**src/include/debug_cmd_defs.vh**
```
/*
 Constants of the debug command executor: opcodes, response words,
 memory sizes, timing counts.
 Assumes inclusion by bare name from the design file.
*/
`ifndef DEBUG_CMD_DEFS_VH
`define DEBUG_CMD_DEFS_VH

// Command opcodes (16-bit command word)
`define OPC_READ_B 16'h1900
`define OPC_READ_W 16'h1940
`define OPC_READ_L 16'h1980
`define OPC_WRITE_B 16'h1800
`define OPC_WRITE_W 16'h1840
`define OPC_WRITE_L 16'h1880
`define OPC_DUMP_B 16'h1d00
`define OPC_DUMP_W 16'h1d40
`define OPC_DUMP_L 16'h1d80
`define OPC_FILL_B 16'h1c00
`define OPC_FILL_W 16'h1c40
`define OPC_FILL_L 16'h1c80
`define OPC_RESUME 16'h0c00
`define OPC_PATCH 16'h0800
`define OPC_PERIPH_RST 16'h0400
`define OPC_NOP 16'h0000
`define SIZE_LSB 6
`define SIZE_MSB 7
`define SIZE_BYTE 2'h0
`define SIZE_WORD 2'h1
`define SIZE_LONG 2'h2

// 17-bit responses: bit 16 is the status bit
`define RESP_STATUS_BIT 16
`define RESP_DONE 17'h0ffff
`define RESP_ERROR 17'h10001
`define RESP_UNKNOWN 17'h1ffff

// Peripheral reset length
`define PRST_CYCLES 512
`define PRST_CNT_W 10
`define PRST_CNT_INIT 10'h1ff

// Reset value of the debug mode flag
`define RST_DEBUG_MODE 1'b1

`endif

```
**src/debug_mode_command_executor.v**
```verilog
/*
 Debug command executor: takes 16-bit command words and 16-bit operand
 words from the serial shifter, runs memory, block, resume, patch and
 peripheral reset commands, and hands 17-bit answers back to the shifter.
 Assumes: a shifter clocked by clk_sys presenting words with a one-cycle
 strobe, a memory port that answers each request with done and error,
 and a core that accepts resume and patch requests and reports stacking.
*/
`timescale 1ns/100ps
`include "debug_cmd_defs.vh"

module debug_mode_command_executor (
	// Clock and reset
	input wire clk_sys,
	input wire reset_n,
	// Words from the serial shifter
	input wire cmdValid,
	input wire [15:0] cmdWord,
	// Words to the serial shifter
	output reg respValid,
	output reg [16:0] respWord,
	// Space code registers of the core
	input wire [2:0] src_space_code_reg,
	input wire [2:0] dest_space_code_reg,
	// Memory port
	output reg memReq,
	output reg memWrite,
	output reg [1:0] memSize,
	output reg [31:0] memAddr,
	output reg [31:0] memWdata,
	output reg [2:0] memSpace,
	input wire memDone,
	input wire memError,
	input wire [31:0] memRdata,
	// Core control
	output reg resumeReq,
	output reg patchReq,
	output reg [31:0] patchPc,
	input wire stackDone,
	input wire stackError,
	output reg background_debug_mode,
	input wire prefetchError,
	// External peripheral reset line
	output reg periphReset
);

	////////////////////////////////////////////////////////////////////
	// Sequencer states, one-hot
	localparam S_IDLE = 8'h01;
	localparam S_ADDR = 8'h02;
	localparam S_DATA = 8'h04;
	localparam S_MEM = 8'h08;
	localparam S_STACK = 8'h10;
	localparam S_RST = 8'h20;
	localparam S_RUN = 8'h40;
	localparam S_OPND = 8'h80;

	// Sequencer state, command in progress and its operands
	reg [7:0] state;
	reg [15:0] opcode;
	reg [1:0] words;
	reg [31:0] addr;
	reg [31:0] data;
	reg [31:0] pointer;
	reg [1:0] size;
	reg writeOp;
	reg [`PRST_CNT_W-1:0] rstCnt;
	reg fetchArmed;

	// Size in bytes of an operand size code
	function [31:0] sizeBytes;
		input [1:0] sz;
		begin
			case (sz)
				`SIZE_BYTE: sizeBytes = 32'h1;
				`SIZE_WORD: sizeBytes = 32'h2;
				default: sizeBytes = 32'h4;
			endcase
		end
	endfunction

	// Data words a size needs on the link
	function [1:0] sizeWords;
		input [1:0] sz;
		begin
			sizeWords = (sz == `SIZE_LONG) ? 2'h2 : 2'h1;
		end
	endfunction

	// Data as returned to the host
	function [16:0] readReply;
		input [1:0] sz;
		input [31:0] d;
		begin
			case (sz)
				`SIZE_BYTE: readReply = {9'h000, d[7:0]};
				default: readReply = {1'b0, d[15:0]};
			endcase
		end
	endfunction

	// Sized command of one family; size code 3 is unassigned
	function isSized;
		input [15:0] w;
		input [15:0] base;
		begin
			isSized = (w[`SIZE_MSB:`SIZE_LSB] != 2'h3) &&
				({w[15:8], 2'b00, w[5:0]} == base);
		end
	endfunction

	// Size field of the incoming word
	wire [1:0] cmdSize = cmdWord[`SIZE_MSB:`SIZE_LSB];

	////////////////////////////////////////////////////////////////////
	// Command sequencer
	always @(posedge clk_sys) begin
		if (!reset_n) begin
			state <= S_IDLE;
			opcode <= 16'h0000;
			words <= 2'h0;
			addr <= 32'h0;
			data <= 32'h0;
			pointer <= 32'h0;
			size <= `SIZE_BYTE;
			writeOp <= 1'b0;
			rstCnt <= {`PRST_CNT_W{1'b0}};
			respValid <= 1'b0;
			respWord <= 17'h0;
			memReq <= 1'b0;
			memWrite <= 1'b0;
			memSize <= `SIZE_BYTE;
			memAddr <= 32'h0;
			memWdata <= 32'h0;
			memSpace <= 3'h0;
			resumeReq <= 1'b0;
			patchReq <= 1'b0;
			patchPc <= 32'h0;
			background_debug_mode <= `RST_DEBUG_MODE;
			fetchArmed <= 1'b0;
			periphReset <= 1'b0;
		end else begin
			// Pulses fall unless a state raises them
			respValid <= 1'b0;
			resumeReq <= 1'b0;
			patchReq <= 1'b0;
			case (state)
				S_IDLE: begin
					if (cmdValid) begin
						// Operands of the new command start clean
						opcode <= cmdWord;
						size <= cmdSize;
						words <= 2'h2;
						addr <= 32'h0;
						data <= 32'h0;
						if (isSized(cmdWord, `OPC_READ_B)) begin
							// Memory read: address words follow
							writeOp <= 1'b0;
							state <= S_ADDR;
						end else if (isSized(cmdWord, `OPC_WRITE_B)) begin
							// Memory write: address, then data
							writeOp <= 1'b1;
							state <= S_ADDR;
						end else if (isSized(cmdWord, `OPC_DUMP_B)) begin
							// Pointer is trusted as left by the last memory command
							writeOp <= 1'b0;
							addr <= pointer;
							state <= S_MEM;
							memReq <= 1'b1;
							memWrite <= 1'b0;
							memSize <= cmdSize;
							memAddr <= pointer;
							memSpace <= src_space_code_reg;
						end else if (isSized(cmdWord, `OPC_FILL_B)) begin
							// Block write: data words only
							writeOp <= 1'b1;
							addr <= pointer;
							words <= sizeWords(cmdSize);
							state <= S_DATA;
						end else if (cmdWord == `OPC_RESUME) begin
							// Resume: leave debug mode at once
							resumeReq <= 1'b1;
							background_debug_mode <= 1'b0;
							fetchArmed <= 1'b1;
							state <= S_RUN;
						end else if (cmdWord == `OPC_PATCH) begin
							// Patch call: start address follows
							state <= S_OPND;
						end else if (cmdWord == `OPC_PERIPH_RST) begin
							// Peripheral reset: start the count
							periphReset <= 1'b1;
							rstCnt <= `PRST_CNT_INIT;
							state <= S_RST;
						end else if (cmdWord == `OPC_NOP) begin
							// No-op: answer at once
							respValid <= 1'b1;
							respWord <= `RESP_DONE;
						end else begin
							// Unassigned: answered at once with the unknown-command word
							respValid <= 1'b1;
							respWord <= `RESP_UNKNOWN;
						end
					end
				end
				// Long address, most significant word first
				// Read starts at once, write waits for data
				S_ADDR: begin
					if (cmdValid) begin
						addr <= {addr[15:0], cmdWord};
						words <= words - 2'h1;
						if (words == 2'h1) begin
							if (writeOp) begin
								words <= sizeWords(size);
								state <= S_DATA;
							end else begin
								state <= S_MEM;
								memReq <= 1'b1;
								memWrite <= 1'b0;
								memSize <= size;
								memAddr <= {addr[15:0], cmdWord};
								memSpace <= src_space_code_reg;
							end
						end
					end
				end
				// Sized write data, then start the write
				S_DATA: begin
					if (cmdValid) begin
						data <= {data[15:0], cmdWord};
						words <= words - 2'h1;
						if (words == 2'h1) begin
							state <= S_MEM;
							memReq <= 1'b1;
							memWrite <= 1'b1;
							memSize <= size;
							memAddr <= addr;
							memWdata <= (size == `SIZE_BYTE) ?
								{24'h0, cmdWord[7:0]} :
								{data[15:0], cmdWord};
							memSpace <= dest_space_code_reg;
						end
					end
				end
				// Wait for the memory cycle and answer
				S_MEM: begin
					if (memDone) begin
						memReq <= 1'b0;
						state <= S_IDLE;
						respValid <= 1'b1;
						pointer <= addr + sizeBytes(size);
						if (memError)
							respWord <= `RESP_ERROR;
						else if (writeOp)
							respWord <= `RESP_DONE;
						else if (size == `SIZE_LONG)
							respWord <= {1'b0, memRdata[31:16]};
						else
							respWord <= readReply(size, memRdata);
						// Long read: low word waits for the next word in
						if (!memError && !writeOp && size == `SIZE_LONG) begin
							data <= memRdata;
							state <= S_OPND;
							opcode <= `OPC_READ_L;
						end
					end
				end
				// Patch address words, or second half of a long read
				S_OPND: begin
					if (opcode == `OPC_READ_L) begin
						// Low word once the shifter took the high one
						if (cmdValid) begin
							respValid <= 1'b1;
							respWord <= {1'b0, data[15:0]};
							opcode <= `OPC_NOP;
							state <= S_IDLE;
						end
					end else if (cmdValid) begin
						patchPc <= {patchPc[15:0], cmdWord};
						words <= words - 2'h1;
						if (words == 2'h1) begin
							patchReq <= 1'b1;
							state <= S_STACK;
						end
					end
				end
				// Core stacks the return PC
				S_STACK: begin
					if (stackError) begin
						respValid <= 1'b1;
						respWord <= `RESP_ERROR;
						state <= S_IDLE;
					end else if (stackDone) begin
						background_debug_mode <= 1'b0;
						fetchArmed <= 1'b1;
						state <= S_RUN;
					end
				end
				// Peripheral reset count
				S_RST: begin
					rstCnt <= rstCnt - {{(`PRST_CNT_W-1){1'b0}}, 1'b1};
					if (rstCnt == {`PRST_CNT_W{1'b0}}) begin
						periphReset <= 1'b0;
						respValid <= 1'b1;
						respWord <= `RESP_DONE;
						state <= S_IDLE;
					end
				end
				// Running normally; only the first prefetch can fault
				S_RUN: begin
					if (fetchArmed && prefetchError) begin
						// Core takes it as a normal exception
						background_debug_mode <= 1'b0;
						fetchArmed <= 1'b0;
					end
				end
				default: state <= S_IDLE;
			endcase
		end
	end

endmodule

```
**config.mk**
```make
export PLATFORM = sky130hd
export DESIGN_NAME = debug_mode_command_executor
export DESIGN_NICKNAME = d
export VERILOG_FILES = /design/src/debug_mode_command_executor.v
export VERILOG_INCLUDE_DIRS = /design/src /design/src/include
export SDC_FILE = /design/constraint.sdc
export NUM_CORES = 1
export LEC_CHECK = 0
export BUFFER_PORTS_ARGS = -buffer_cell sky130_fd_sc_hd__buf_4
export CORE_MARGIN = 4
export CORE_UTILIZATION = 55
export CTS_CLUSTER_SIZE = 25
export DETAILED_ROUTE_END_ITERATION = 10
export MAX_ROUTING_LAYER = met4
export PLACE_DENSITY_LB_ADDON = 0.12
export SLEW_MARGIN = 0
export SYNTH_ARGS = -nofsm -noshare
export SYNTH_HDL_FRONTEND = slang
export SYNTH_SLANG_ARGS = --single-unit
```
**constraint.sdc**
```tcl
create_clock -name clk_sys -period 4.2 [get_ports clk_sys]
set_input_delay 0.42 -clock clk_sys [delete_from_list [all_inputs] [get_ports clk_sys]]
set_output_delay 0.42 -clock clk_sys [all_outputs]
set_load 0.01 [all_outputs]
```
==> key figures, run 1 <==
Floorplan
  – Top-Level Pins: 187
  – Row cnt: 52
  – Chip Width: around 150 um
  – Die height: about 150 um
  – Starting Density: a little under three fifths
  – Die ar.: 23300 um2
  – CORE AREA: 20430 um2

Critical path
  – Worst Setup Path Type: reg -> reg
  – Max FO, Critical Path: 25
  – Crit end category: register
  – Reg2reg path depth: 11
  – Reg2Reg Setup Slack: 0.75 ns
  – WP data required: 4.65 ns
  – Data arrival, critical path: approximately 4 ns
  – Crit start category: register

CTS
  – Hold Buf Count CTS: 0
  – CTS Buf Count: 26
  – Clk slew on worst S/H paths: 0.06 ns
  – Htree depth: 1
  – Setup bufs post-CTS: 0
  – Maximum buffer depth of the clock tree: 3
  – CTS Sinks: around 250
  – Root Buffer: clkbuf_16
  – Skew-Pair Late Insertion Delay: 0.53 ns
  – CTS-repair resized insts: 0
  – CTS tree: yes

Yosys
  – Syn_nets: about 1500
  – Mapped Cells: 1397
  – Synth Warn #: 0
  – Leading area contributor after synthesis: dfxtp_1
  – Avg Inst Size Synth: 8.235 um2
  – Mapped Area: 11500 um2
  – Synth top area share: 42.63%
  – Sequential fraction of the synthesis area: between 40 and 50%
  – Synth top area cells: dfxtp_1 43%, nand2_1 7.8%, a21oi_1 5.7%
  – Top_reg_cell synth: dfxtp_1
  – Post-synth EDFFs: 0
  – Yosys reg bits: about 250
  – Unique masters post-synth: 75
  – Async SR Flop Fraction: 0%

Pwr
  – Combinational Power Share: approximately 7.0%
  – Leakage: slightly below 5 nW
  – Psw: 1.211 mW
  – Power per cell area: 365.2 nW/um2
  – Power share of the clock group: ~45%
  – Sequential Power Share: 48.5%
  – Sw Share: 24.19%
  – Cell-internal power: 3.797 mW
  – VDD IR max: ~0.27 mV

Min path
  – Hold Path Class: in -> reg
  – Hold path cells: 3

Job
  – MaxCap Viol Count: 0

Timing
  – Setup violations, final: 0
  – Setup Skew: about 0.010 ns
  – Worst-margin pin slew: 0.9596 ns
  – Fmax: 289.7 MHz
  – RSZ-0062 raised after global routing: false
  – Minimum clock period: roughly 3.5 ns
  – Max Slew Vio Count: 0
  – Relative slew slack: 35.91%
  – Final period utilization: 82.20%
  – Setup TNS: 0 ns
  – Hold Vio Cnt, Final: 0
  – Hold_ws: approximately 0.2 ns

Placement
  – DP Wirelength: 23620 um
  – Final GP Congestion: 0.9786
  – Placed insts: 1752
  – Number of port buffers: between 150 and 200

GRT
  – First-pass GRT wire length: ~57000 um
  – All-Layer GR Usage: between 30 and 40%
  – Total gr overflow: 0
  – Antenna violations before repair: 0
  – Vias in the first global route: between 10000 and 15000
  – Largest net degree at the start of global routing: 109

Run status
  – Status: finished, final reports clean

Drt
  – Drt drc: 0
  – Drt wl/cell: 20.06 um
  – DR vias/cell: 6.238
  – Drt total wl: 36090 um
  – 1st-iter DRT viols: around 1200
  – Antenna Nets Post-Route: 0
  – DRT Pass-1 Iters: 5
  – Vias: about 11000

Layout
  – Diodes inserted: 0
  – Most common cell after layout, fill and taps aside: dfxtp_1
  – Fin cells: 1799
  – Area growth, synth to finish: 19.20%
  – Most frequent cells in the layout: 245 x dfxtp_1, 238 x nand2_1, 205 x buf_4
  – Layout cells sized above 1: 19.88%
  – Final Net Count: 1578
## stage by stage
stage / area, um2 / setup WS [ns] / utilization [%] / total power [mW]
final: 13710 / 0.7476 / 67.12 / 5.008
after global placement: 12890 / 0.8926 / 63.09 / 2.816
after global routing: 13710 / 0.4142 / 67.12 / 5.162
after floorplan: 11500 / 1.154 / - / 2.669
after CTS: 13710 / 0.7577 / 67.12 / 5.014
after detailed placement: 12890 / 0.7862 / 63.09 / 2.822
## state kept, by name, summed over array words and instances, names as in the netlist, 10 cells and up
register / cells
memAddr: 32
addr: 32
data: 16
pointer: 32
patchPc: 32
respWord: 17
memWdata: 32
rstCnt: 10
opcode: 16
## layer usage
metal  vias up  global-route usage [%]  share of wire [%]
met4         0                   7.976                2.5
met2       563                   45.50                 45
li1       5269                       -                  -
met5         -                       -                  0
met1      5314                   42.56                 43
met3        77                   4.459                9.0
## worst paths after layout
path	from	to
setup reg to reg	size[0]	pointer[20]
setup / recovery	size[0]	pointer[20]
hold reg to reg	memWdata[27]	memWdata[27]
hold / removal	memRdata[1]	data[1]
## synth_stat cells (5+ instances only)
cell type and count:
xor2_1 18, ha_1 5, mux2_2 6, nand3_1 51
nor3_2 11, nand4_1 12, a21oi_1 131, buf_6 7
nand2b_1 12, clkbuf_1 82, or3_1 8, dfxtp_1 245
and2_1 16, mux2i_1 18, nor2b_1 6, o21ai_0 67
nor4_2 5, a221o_1 10, nand2_1 238, buf_2 27
inv_1 17, nor2_2 11, and3_1 12, and4_1 7
nor2_1 92, a31oi_1 34, a22oi_1 32, or2_2 7
a221oi_1 24, nor4_1 6, a211oi_1 32, a311oi_1 41
xnor2_1 15, nor3_1 23
## critical path, stage by stage (launching register included)
cell,delay [ns]
dfxtp_1,0.46
or2_2,0.55
inv_1,0.12
ha_1,0.18
inv_1,0.06
fa_1,0.39
nor2b_1,0.17
o2111ai_1,0.34
nor4b_1,0.58
nand3_1,0.15
xor2_1,0.16
a211oi_1,0.21
## kinds of logic after synthesis
family	synth area share, %
buf+inv	5.416
mux	2.577
flops	42.63
compound gates	23.52
simple gates	22.62
fa+ha+maj	0.7178
xor+xnor	2.512
## power groups by stage
| stage | combinational (mW) | sequential [mW] | clock, mW |
|---|---|---|---|
| 2_1_floorplan | 0.202 | 2.47 | 0 |
| 3_3_place_gp | 0.337 | 2.48 | 0 |
| 3_5_place_dp | 0.342 | 2.48 | 0 |
| 4_1_cts | 0.344 | 2.43 | 2.24 |
| 5_1_grt | 0.378 | 2.44 | 2.35 |
| 6_report | 0.350 | 2.43 | 2.23 |
## final cells by class
class	instances	area [um2]
tap	270	337.8
sequential	245	4905
timing repair buffer	207	1579
inverter	18	72.57
clock buffer	40	784.5
fill	1793	6716
clock inverter	7	38.79
multi-input combinational	1012	5996
Note: power is estimated with default switching activity, not from simulation.
==> inputs of run 2 (changes only) <==
--- a/config.mk
+++ b/config.mk
@@ -6,6 +6,7 @@
 export SDC_FILE = /design/constraint.sdc
 export NUM_CORES = 1
 export LEC_CHECK = 0
+export ABC_AREA = 1
 export BUFFER_PORTS_ARGS = -buffer_cell sky130_fd_sc_hd__buf_4
 export CORE_MARGIN = 4
 export CORE_UTILIZATION = 55
==> constraint.sdc (replaced) <==
create_clock -name clk_sys -period 3.5 [get_ports clk_sys]
set_input_delay 0.35 -clock clk_sys [delete_from_list [all_inputs] [get_ports clk_sys]]
set_output_delay 0.35 -clock clk_sys [all_outputs]
set_load 0.01 [all_outputs]
==> run 2 against run 1 <==
Wire length up 10%. Via count up 13%. Synthesized cell count up 27%. Combinational power rose to 11 times the previous value. Hold slack worse by 0.13 ns. Clock skew down 0.0015 ns. Maximum frequency up 14%. First-iteration DRC count down 4.8%. Sequential share of layout area down 2.0 points. Setup slack worse by 0.27 ns. Total power up 100%. Highest routed layer unchanged.
==> key figures, run 2 <==
Yosys
  – Yosys reg bits: 245
  – Mapped Area: between 10000 and 15000 um2
  – Mapped Cells: 1781
  – Post-synth EDFFs: 0
  – Avg Inst Size Synth: 6.838 um2
  – Async SR Flop Fraction: 0%
  – Unique masters post-synth: between 40 and 50
  – Syn_nets: roughly 1800
  – Count leader, synth: nand2_1
  – Synth top area cells: dfxtp_1 40%, nand2_1 11%, a21oi_1 7.4%
  – Synth top area share: 40.28%
  – Synth Warn #: 0
  – Leading area contributor after synthesis: dfxtp_1
  – Sequential fraction of the synthesis area: around 40%
  – Commonest cells post-synth: 344 x nand2_1, 245 x dfxtp_1, 207 x nor2_1
  – Top_reg_cell synth: dfxtp_1

GRT
  – Vias in the first global route: ~12000
  – All-Layer GR Usage: 32.07%
  – Total gr overflow: 0
  – Largest net degree at the start of global routing: 79
  – Antenna violations before repair: 0
  – First-pass GRT wire length: between 60000 and 70000 um

Critical path
  – R2r endpoint: opcode[3]
  – Crit start category: register
  – Crit end category: register
  – Worst Setup Path Type: reg -> reg
  – WP data required: 3.91 ns
  – Reg2reg path depth: 11
  – FF-to-FF Start: state[7]
  – Data arrival, critical path: 3.43 ns
  – Max FO, Critical Path: 20
  – Reg2Reg Setup Slack: 0.48 ns

Job
  – MaxCap Viol Count: 0

Timing
  – Final period utilization: 86.28%
  – Hold Vio Cnt, Final: 0
  – Fmax: between 300 and 400 MHz
  – Setup TNS: 0 ns
  – Setup violations, final: 0
  – Minimum clock period: 3.020 ns
  – Max Slew Vio Count: 0
  – Worst-margin pin slew: approximately 1.1 ns
  – Setup Skew: 0.008873 ns
  – RSZ-0062 raised after global routing: false
  – Relative slew slack: 27.22%

Min path
  – Hold Path Class: in -> reg
  – Hold EP: data[3]
  – Hold path cells: 3
  – Worst Min Path Start: memRdata[3]

Layout
  – FILL cells: 1988
  – Layout cells sized above 1: around 16%
  – Fin cells: ~2200
  – Diodes inserted: 0
  – Area growth, synth to finish: 19.11%
  – Multi-input logic area: 6136 um2
  – Most frequent cells in the layout: 343 x nand2_1, 245 x dfxtp_1, 207 x buf_4
  – Register Area: between 4000 and 5000 um2
  – Final Net Count: 1983
  – Most common cell after layout, fill and taps aside: nand2_1

Placement
  – DP Wirelength: 27970 um
  – Number of port buffers: 186
  – Final GP Congestion: 1.026
  – Placed insts: 2166

Pwr
  – VDD IR max: roughly 0.44 mV
  – Tot Pwr: 10.22 mW
  – Cell-internal power: 6.164 mW
  – Psw: between 4 and 5 mW
  – Sw Share: 39.69%
  – Leakage: 6.048 nW
  – Power per cell area: 704.6 nW/um2
  – Power share of the clock group: between 20% and 30%
  – Sequential Power Share: between 30% and 40%
  – Combinational Power Share: between 30 and 40%

CTS
  – Skew-Pair Late Insertion Delay: 0.55 ns
  – Htree depth: 1
  – Root Buffer: clkbuf_16
  – CTS-repair resized insts: 0
  – Setup bufs post-CTS: 0
  – CTS Sinks: 245
  – CTS Buf Count: 27
  – Clk slew on worst S/H paths: 0.06 ns
  – CTS tree: yes
  – Maximum buffer depth of the clock tree: 3
  – Hold Buf Count CTS: 0

Floorplan
  – Die height: 156.8 um
  – Row cnt: 54
  – Die ar.: 24590 um2
  – Chip Width: ~160 um
  – Starting Density: 55.80%
  – CORE AREA: between 20000 and 25000 um2
  – Top-Level Pins: 187

Drt
  – 1st-iter DRT viols: about 1200
  – Vias: between 10000 and 15000
  – Drt wl/cell: 17.99 um
  – Drt drc: 0
  – Antenna Nets Post-Route: 0
  – Drt total wl: 39850 um
  – DRT Pass-1 Iters: 6
  – DR vias/cell: about 5.7

Run status
  – Status: finished, final reports clean
run 2: layout make-up:
| cell class | instances | share of cell area, % |
|---|---|---|
| well taps | 280 | 2.415 |
| multi-input cells | 1256 | 42.30 |
| inverters | 177 | 4.589 |
| repair buffers | 208 | 10.85 |
| clock buffers | 34 | 5.046 |
| clock inverters | 15 | 0.9834 |
| flip-flops and latches | 245 | 33.81 |
run 2: stage by stage:
stage	hold WS, ns	instance area (um2)	util, %	setup slack, ns
after floorplan	0.4394	12180	-	1.153
after global placement	0.4335	13630	62.46	0.6944
after detailed placement	0.4387	13630	62.46	0.5464
after CTS	0.05382	14510	66.47	0.5158
after global routing	0.08231	14510	66.47	0.2146
final	0.06752	14510	66.47	0.4801
run 2: per-layer routing:
layer,global-route usage [%],vias to the layer above,part of all wire (%)
met2,53.00,555,49
li1,-,6199,-
met3,4.563,119,7.7
met4,13.06,0,4.0
met5,-,-,0
met1,39.51,5834,39
run 2: worst max path at each step:
| stage | slack [ns] | end | start |
|---|---|---|---|
| global placement | 0.69 | opcode[10] | state[7] |
| floorplan | 1.15 | pointer[30] | size[1] |
| global route | 0.21 | opcode[3] | state[1] |
| CTS | 0.52 | opcode[3] | state[7] |
| detailed placement | 0.55 | opcode[5] | state[7] |
| finish | 0.48 | opcode[3] | state[7] |
run 2: power by group through the flow:
stage	registers, mW	clock network (mW)	logic (mW)
global placement	3.74	0	3.58
global route	3.76	2.96	4.12
detailed placement	3.75	0	3.65
CTS	3.70	2.84	3.67
finish	3.71	2.82	3.70
floorplan	3.72	0	2.70
run 2: cell families (layout without fill, tap and decap cells):
| group | count (synthesis) | after routing | share of synthesized area, % |
|---|---|---|---|
| compound gates | 468 | 468 | 21.25 |
| xor+xnor | 24 | 24 | 1.726 |
| fa+ha+maj | 6 | 6 | 0.6781 |
| buf+inv | 280 | 434 | 9.411 |
| flops | 245 | 245 | 40.28 |
| simple gates | 758 | 758 | 26.66 |
run 2: critical path: stages, from the launching register on:
cell     delay, ns
dfxtp_1       0.42
inv_2         0.04
nand2_1       0.11
nor2_4        0.07
nand2_2       0.27
inv_2         0.20
nand2_1       0.13
nand2_1       0.09
nor3_2        0.87
inv_1         0.43
nand2_1       0.16
a21oi_1       0.09
